<file path="src/hdl/smc_consts.svh">
`ifndef SMC_CONSTS_SVH
`define SMC_CONSTS_SVH

`define SMC_CTRL1_IDX 0
`define SMC_CTRL2_IDX 1
`define SMC_BGBUF_BIT 0
`define SMC_DET_EN_BIT 2
`define SMC_STOP_DET_BIT 3
`define SMC_WARN_LO_BIT 4
`define SMC_WARN_HI_BIT 5
`define SMC_TRIP_BIT 6
`define SMC_BGBUF_RST 1'b0
`define SMC_DET_EN_RST 1'b1
`define SMC_STOP_DET_RST 1'b1
`define SMC_TRIP_RST 1'b0
`define SMC_WARN_RST 2'b00
`define SMC_RESP_OKAY 2'b00
`define SMC_RESP_SLVERR 2'b10

`endif

</file>
<file path="src/hdl/smc_pkg.sv">
package smc_pkg;
	typedef enum logic [1:0] {
		SMC_WARN_LOWEST = 2'b00,
		SMC_WARN_MID1 = 2'b01,
		SMC_WARN_MID2 = 2'b10,
		SMC_WARN_HIGHEST = 2'b11
	} smc_warn_lvl_t;

	typedef struct packed {
		logic detect_enable;
		logic stop_detect_enable;
		logic bandgap_buffer_enable;
		logic detect_trip_select;
		smc_warn_lvl_t warning_trip_select;
	} smc_ctrl_t;
endpackage : smc_pkg

</file>
<file path="src/hdl/smc_wonce.sv">
`timescale 1ns/1ps
module smc_wonce #(
	parameter int W = 1,
	parameter logic [W-1:0] RST_VAL = '0
) (
	input wire logic clk,
	input wire logic rst_n,
	input wire logic wr_en,
	input wire logic [W-1:0] wr_data,
	output logic [W-1:0] q,
	output logic locked
);
	logic [W-1:0] val_q;
	logic done_q;
	wire take = wr_en & ~done_q;

	always_ff @(posedge clk or negedge rst_n) begin
		if (!rst_n) begin
			val_q <= RST_VAL;
			done_q <= 1'b0;
		end else begin
			if (take) begin
				val_q <= wr_data;
			end
			done_q <= done_q | wr_en;
		end
	end

	assign q = val_q;
	assign locked = done_q;
endmodule : smc_wonce

</file>
<file path="src/hdl/smc_regs.sv">
`timescale 1ns/1ps
`include "smc_consts.svh"
module smc_regs #(
	parameter int ADDR_W = 8
) (
	input wire logic REF_CLK,
	input wire logic RESET_N,
	input wire logic [ADDR_W-1:0] S_AXI_AWADDR,
	input wire logic [2:0] S_AXI_AWPROT,
	input wire logic S_AXI_AWVALID,
	output logic S_AXI_AWREADY,
	input wire logic [31:0] S_AXI_WDATA,
	input wire logic [3:0] S_AXI_WSTRB,
	input wire logic S_AXI_WVALID,
	output logic S_AXI_WREADY,
	output logic [1:0] S_AXI_BRESP,
	output logic S_AXI_BVALID,
	input wire logic S_AXI_BREADY,
	input wire logic [ADDR_W-1:0] S_AXI_ARADDR,
	input wire logic [2:0] S_AXI_ARPROT,
	input wire logic S_AXI_ARVALID,
	output logic S_AXI_ARREADY,
	output logic [31:0] S_AXI_RDATA,
	output logic [1:0] S_AXI_RRESP,
	output logic S_AXI_RVALID,
	input wire logic S_AXI_RREADY,
	output smc_pkg::smc_ctrl_t CTRL_OUT
);
	import smc_pkg::*;

	localparam int IDX_W = ADDR_W - 2;

	function automatic logic reg_hit(input logic [ADDR_W-1:0] addr, input int idx);
		reg_hit = (addr[ADDR_W-1:2] == IDX_W'(idx));
	endfunction : reg_hit

	function automatic logic [1:0] resp_of(input logic hit);
		resp_of = hit ? `SMC_RESP_OKAY : `SMC_RESP_SLVERR;
	endfunction : resp_of

	// Reset released through two flops
	logic rst_meta_q;
	logic rst_n_q;
	always_ff @(posedge REF_CLK or negedge RESET_N) begin
		if (!RESET_N) begin
			rst_meta_q <= 1'b0;
			rst_n_q <= 1'b0;
		end else begin
			rst_meta_q <= 1'b1;
			rst_n_q <= rst_meta_q;
		end
	end

	// Write channel: address and data captured in either order
	logic aw_full_q;
	logic w_full_q;
	logic bvalid_q;
	logic [1:0] bresp_q;
	logic [ADDR_W-1:0] awaddr_q;
	logic [31:0] wdata_q;
	logic [3:0] wstrb_q;

	wire aw_take = S_AXI_AWVALID & ~aw_full_q;
	wire w_take = S_AXI_WVALID & ~w_full_q;
	wire wr_go = aw_full_q & w_full_q & ~bvalid_q;
	wire wr_hit1 = reg_hit(awaddr_q, `SMC_CTRL1_IDX);
	wire wr_hit2 = reg_hit(awaddr_q, `SMC_CTRL2_IDX);
	// Registers are one byte wide; only lane 0 carries them
	wire wr_lane0 = wr_go & wstrb_q[0];
	wire wr1 = wr_lane0 & wr_hit1;
	wire wr2 = wr_lane0 & wr_hit2;
	wire [1:0] wr_resp = resp_of(wr_hit1 | wr_hit2);

	always_ff @(posedge REF_CLK or negedge rst_n_q) begin
		if (!rst_n_q) begin
			aw_full_q <= 1'b0;
			awaddr_q <= '0;
		end else begin
			if (aw_take) begin
				aw_full_q <= 1'b1;
				awaddr_q <= S_AXI_AWADDR;
			end else if (wr_go) begin
				aw_full_q <= 1'b0;
			end
		end
	end

	always_ff @(posedge REF_CLK or negedge rst_n_q) begin
		if (!rst_n_q) begin
			w_full_q <= 1'b0;
			wdata_q <= '0;
			wstrb_q <= '0;
		end else begin
			if (w_take) begin
				w_full_q <= 1'b1;
				wdata_q <= S_AXI_WDATA;
				wstrb_q <= S_AXI_WSTRB;
			end else if (wr_go) begin
				w_full_q <= 1'b0;
			end
		end
	end

	// A pending response stalls the next write until BREADY
	always_ff @(posedge REF_CLK or negedge rst_n_q) begin
		if (!rst_n_q) begin
			bvalid_q <= 1'b0;
			bresp_q <= `SMC_RESP_OKAY;
		end else begin
			if (wr_go) begin
				bvalid_q <= 1'b1;
				bresp_q <= wr_resp;
			end else if (S_AXI_BREADY) begin
				bvalid_q <= 1'b0;
			end
		end
	end

	assign S_AXI_AWREADY = ~aw_full_q;
	assign S_AXI_WREADY = ~w_full_q;
	assign S_AXI_BVALID = bvalid_q;
	assign S_AXI_BRESP = bresp_q;

	// Control fields
	logic det_en;
	logic trip_sel;
	logic stop_det_q;
	logic bgbuf_q;
	smc_warn_lvl_t warn_q;

	smc_wonce #(.W(1), .RST_VAL(`SMC_DET_EN_RST)) u_det_en (
		.clk(REF_CLK),
		.rst_n(rst_n_q),
		.wr_en(wr1),
		.wr_data(wdata_q[`SMC_DET_EN_BIT]),
		.q(det_en),
		.locked()
	);

	smc_wonce #(.W(1), .RST_VAL(`SMC_TRIP_RST)) u_trip (
		.clk(REF_CLK),
		.rst_n(rst_n_q),
		.wr_en(wr2),
		.wr_data(wdata_q[`SMC_TRIP_BIT]),
		.q(trip_sel),
		.locked()
	);

	always_ff @(posedge REF_CLK or negedge rst_n_q) begin
		if (!rst_n_q) begin
			stop_det_q <= `SMC_STOP_DET_RST;
			bgbuf_q <= `SMC_BGBUF_RST;
		end else begin
			if (wr1) begin
				stop_det_q <= wdata_q[`SMC_STOP_DET_BIT];
				bgbuf_q <= wdata_q[`SMC_BGBUF_BIT];
			end
		end
	end

	// Warning level stays writable after the trip select locks
	always_ff @(posedge REF_CLK or negedge rst_n_q) begin
		if (!rst_n_q) begin
			warn_q <= smc_warn_lvl_t'(`SMC_WARN_RST);
		end else begin
			if (wr2) begin
				warn_q <= smc_warn_lvl_t'(wdata_q[`SMC_WARN_HI_BIT:`SMC_WARN_LO_BIT]);
			end
		end
	end

	// Register images; unimplemented bits read zero
	wire [7:0] ctrl1_img = {4'h0, stop_det_q, det_en, 1'b0, bgbuf_q};
	wire [7:0] ctrl2_img = {1'b0, trip_sel, warn_q, 4'h0};

	// Analog-facing controls, registered
	smc_ctrl_t ctrl_d;
	smc_ctrl_t ctrl_q;
	assign ctrl_d.detect_enable = det_en;
	assign ctrl_d.stop_detect_enable = det_en & stop_det_q;
	assign ctrl_d.bandgap_buffer_enable = bgbuf_q;
	// Trip point only meaningful while the detector runs
	assign ctrl_d.detect_trip_select = det_en & trip_sel;
	assign ctrl_d.warning_trip_select = warn_q;

	always_ff @(posedge REF_CLK or negedge rst_n_q) begin
		if (!rst_n_q) begin
			ctrl_q <= '0;
		end else begin
			ctrl_q <= ctrl_d;
		end
	end

	assign CTRL_OUT = ctrl_q;

	// Read channel
	logic rvalid_q;
	logic [31:0] rdata_q;
	logic [1:0] rresp_q;
	wire ar_take = S_AXI_ARVALID & ~rvalid_q;
	wire rd_hit1 = reg_hit(S_AXI_ARADDR, `SMC_CTRL1_IDX);
	wire rd_hit2 = reg_hit(S_AXI_ARADDR, `SMC_CTRL2_IDX);
	wire [7:0] rd_byte = rd_hit1 ? ctrl1_img : (rd_hit2 ? ctrl2_img : 8'h00);
	wire [1:0] rd_resp = resp_of(rd_hit1 | rd_hit2);

	always_ff @(posedge REF_CLK or negedge rst_n_q) begin
		if (!rst_n_q) begin
			rvalid_q <= 1'b0;
			rdata_q <= 32'h0000_0000;
			rresp_q <= `SMC_RESP_OKAY;
		end else begin
			if (ar_take) begin
				rvalid_q <= 1'b1;
				rdata_q <= {24'h00_0000, rd_byte};
				rresp_q <= rd_resp;
			end else if (S_AXI_RREADY) begin
				rvalid_q <= 1'b0;
			end
		end
	end

	assign S_AXI_ARREADY = ~rvalid_q;
	assign S_AXI_RVALID = rvalid_q;
	assign S_AXI_RDATA = rdata_q;
	assign S_AXI_RRESP = rresp_q;
endmodule : smc_regs

</file>
<file path="config.mk">
export PLATFORM = sky130hd
export DESIGN_NAME = smc_regs
export DESIGN_NICKNAME = d
export VERILOG_FILES = /design/src/hdl/smc_pkg.sv /design/src/hdl/smc_wonce.sv /design/src/hdl/smc_regs.sv
export VERILOG_INCLUDE_DIRS = /design/src /design/src/hdl
export SDC_FILE = /design/constraint.sdc
export NUM_CORES = 1
export LEC_CHECK = 0
export BUFFER_PORTS_ARGS = -buffer_cell sky130_fd_sc_hd__buf_2
export CORE_ASPECT_RATIO = 0.5
export CORE_MARGIN = 2
export CORE_UTILIZATION = 41
export CTS_CLUSTER_DIAMETER = 50
export DETAILED_ROUTE_END_ITERATION = 8
export GPL_TIMING_DRIVEN = 0
export PLACE_DENSITY = 0.84
export SLEW_MARGIN = 30
export SYNTH_ARGS = -nofsm -noshare
export SYNTH_HDL_FRONTEND = slang
export SYNTH_SLANG_ARGS = --single-unit
</file>
<file path="constraint.sdc">
create_clock -name REF_CLK -period 1.6 [get_ports REF_CLK]
set_clock_uncertainty 0.1 [all_clocks]
set_input_delay 0.08 -clock REF_CLK [delete_from_list [all_inputs] [get_ports REF_CLK]]
set_output_delay 0.08 -clock REF_CLK [all_outputs]
set_load 0.02 [all_outputs]
</file>
==> impl_metrics.py <==
metrics = {
    "clock_tree": {
        "htreeDepth": 2,
        "clk_pin_slew_ns": 0.08,
        "cts.sinks": 41,
        "clk_latency_ns": 0.29,
        "clockBufferDepth": 2,
        "numCtsBuffers": 5,
        "cts_tree": "yes",
        "clockRootBuffer": "clkbuf_8",
    },
    "floorplan": {
        "fp.dieH_um": 49.67,
        "dieWidth_um": 95.34,
        "ios": 112,
        "start_util_pct": 43.37,
        "design.die.area_mm2": 0.004736,
        "rows": 16,
        "core_mm2": 0.003944,
    },
    "min_path": {
        "hp-class": "primary input to flop",
    },
    "setup_path": {
        "r2r.worst_path.cells": 4,
        "cp_cell_sequence": "or4_4 -> or4b_4 -> nor3b_4 -> mux2_4",
        "endpoint": "u_trip.q",
        "setup.worst_path.start": "awaddr_q[5]",
        "max_stage_delay_ns": 0.54,
        "crit_fanout": 3,
        "arrival_ns": 2.27,
        "worstReg2RegEnd": "u_trip.q",
        "crit_slowest_cell": "or4_4",
        "cp.required_ns": 1.67,
        "r2r_start": "awaddr_q[5]",
        "critical_path_class": "flop to flop",
        "critPathLaunchType": "flop",
        "worst_setup_path_end_kind": "flop",
        "r2r_slack_ns": -0.61,
    },
    "power": {
        "p_leak_nw": 1.320,
        "pwr_density_cell_mw_per_mm2": 1367,
        "max-vdd-ir-drop_uv": 521.9,
        "p_total_mw": 3.423,
    },
    "run": {
        "maxCapViolations": 0,
    },
    "global_route": {
        "antenna_found_initial": 0,
        "grt-ovfl-total": 0,
        "grt_first_pass_wirelength_um": 6223,
        "track_usage_pct": 17.95,
        "grt_max_degree": 26,
        "grt_pass1_vias": 1296,
    },
    "finish": {
        "final_nets": 300,
        "layout.cells.non_filler": 290,
        "final_cell_mix": "44 x buf_2, 38 x dfrtp_1, 31 x buf_4",
        "num_antenna_cells": 0,
        "area_growth_pct": 46.45,
        "layout-drive-gt1-share_pct": 50.00,
        "final_common_cell": "buf_2",
    },
    "timing": {
        "post-route-min-period_ns": 2.205,
        "setup_slack_ns": -0.6050,
        "max_freq_mhz": 453.5,
        "hold_violations": 0,
        "fin_crit_sh_pct": 137.8,
        "drv_slew": 0,
        "setup_viol": 9,
        "rsz0062_at_grt": "yes",
    },
    "place": {
        "gp_congestion": 0.7544,
        "portBuffers": 44,
        "placedCellCount": 257,
        "place_hpwl_um": 2462,
    },
    "synthesis": {
        "yosysWarnings": 0,
        "ys_seq_area_share_pct": 60.13,
        "synth.distinct_cells": 25,
        "synth_cells": 131,
        "syn_avg_cell_area_um2": 13.06,
        "syn_area_mm2": 0.001710,
        "yosys_register_bits": 41,
    },
    "detailed_routing": {
        "dr.first_iter.drc_count": 43,
        "wirelength_um": 4043,
        "via_count": 1269,
        "drt-pass1-iter-count": 4,
        "route.detailed.drc": 0,
        "routedWlPerCell_um": 13.94,
        "viasPerCell": 4.376,
        "ant_nets": 0,
    },
    "outcome": {
        "violations": "setup timing",
        "status": "finished, violations left",
    },
}
[worst min-delay path by stage]
stage,startpoint,end,slack (ns),cells past startpoint
2_1_floorplan,RESET_N,rst_meta_q,-0.32,0
3_3_place_gp,RESET_N,rst_meta_q,-0.23,1
3_5_place_dp,RESET_N,rst_meta_q,-0.23,1
4_1_cts,RESET_N,rst_meta_q,0.0005,2
5_1_grt,S_AXI_ARADDR[4],S_AXI_RRESP[1],0.06,3
6_report,S_AXI_ARADDR[4],S_AXI_RRESP[1],0.05,3
[per-layer routing]
layer	GRT usage, %	vias up	routed length, um
met1	19.42	608	1503
met4	8.696	0	112
li1	-	592	-
met5	0	-	0
met3	4.587	12	277
met2	32.75	57	2149
[where the power goes]
| part | internal (mW) | leakage, nW | switching, mW | total [mW] |
|---|---|---|---|---|
| Sequential | 1.42 | 0.511 | 0.291 | 1.71 |
| Combinational | 0.545 | 0.763 | 0.531 | 1.08 |
| Clock | 0.302 | 0.0450 | 0.334 | 0.636 |
| Total | 2.27 | 1.32 | 1.16 | 3.42 |
[through the flow]
| step | setup WS, ns | hold slack (ns) | util, % | setup TNS (ns) | area, um^2 |
|---|---|---|---|---|---|
| after detailed placement | -0.6071 | -0.2321 | 54.12 | -2.995 | 2135 |
| after global routing | -0.6590 | 0.06061 | 63.52 | -4.868 | 2505 |
| after floorplan | -0.5345 | -0.3156 | - | -2.285 | 1818 |
| final | -0.6050 | 0.05357 | 63.52 | -4.312 | 2505 |
| after global placement | -0.5756 | -0.2349 | 53.39 | -4.162 | 2106 |
| after CTS | -0.6147 | 0.0005113 | 62.40 | -4.076 | 2461 |
[registers in the layout, indices dropped and copies added, names as in the netlist, 2 cells and up]
name,cells
CTRL_OUT,6
wdata_q,6
warn_q,2
awaddr_q,6
S_AXI_RDATA,6
[synth_stat cells (all sizes together)]
master / number / share of area (%)
a32o: 3 / 1.8
dfrtp: 39 / 57
nand4: 1 / 0.37
or4b: 1 / 0.80
nor4: 1 / 0.37
nand2b: 1 / 0.37
nor3: 3 / 0.88
nor2b: 2 / 0.73
or2: 1 / 0.37
nor3b: 1 / 0.73
dfstp: 2 / 3.1
mux2: 19 / 13
conb: 2 / 0.44
nand2: 2 / 0.44
nand3b: 1 / 0.44
or4: 2 / 1.1
buf: 28 / 12
nor2: 6 / 1.3
a22o: 3 / 1.5
o21ai: 3 / 0.88
and2: 2 / 0.73
clkbuf: 2 / 0.44
inv: 5 / 1.1
a21oi: 1 / 0.29
[timing repair]
item | in CTS | in global routing
pin swaps | 0 | 2
setup endpoints to repair | 7 | 22
endpoints found under the hold margin | 22 | 2
buffers inserted | 4 | 2
hold buffers | 19 | 1
resized for setup | 7 | 7
[cells by family after synthesis]
| kind of cell | count (synthesis) | share of synthesized area [%] |
|---|---|---|
| muxes | 19 | 12.51 |
| DFF | 41 | 60.13 |
| other | 2 | 0.4391 |
| buffers and inverters | 35 | 13.83 |
| and+or+nand+nor | 24 | 8.633 |
| AOI/OAI and AO/OA | 10 | 4.462 |
[worst max-delay path: cells and delay by family (launching register included)]
kind / cells / cell delay, ns
mux: 1 / 0.32
flops: 1 / 0.38
simple gates: 3 / 1.28
[final cells by class]
cell class              instances  area (um^2)
clock buffers                   6        72.57
plain buffers                  30        219.0
clock inverters                 2        10.01
flip-flops and latches         41         1030
fillers                       297         1439
inverters                       5        18.77
repair buffers                 70        493.0
well taps                      54        67.56
multi-input cells              82        594.3
Note: power is estimated with default switching activity, not from simulation.
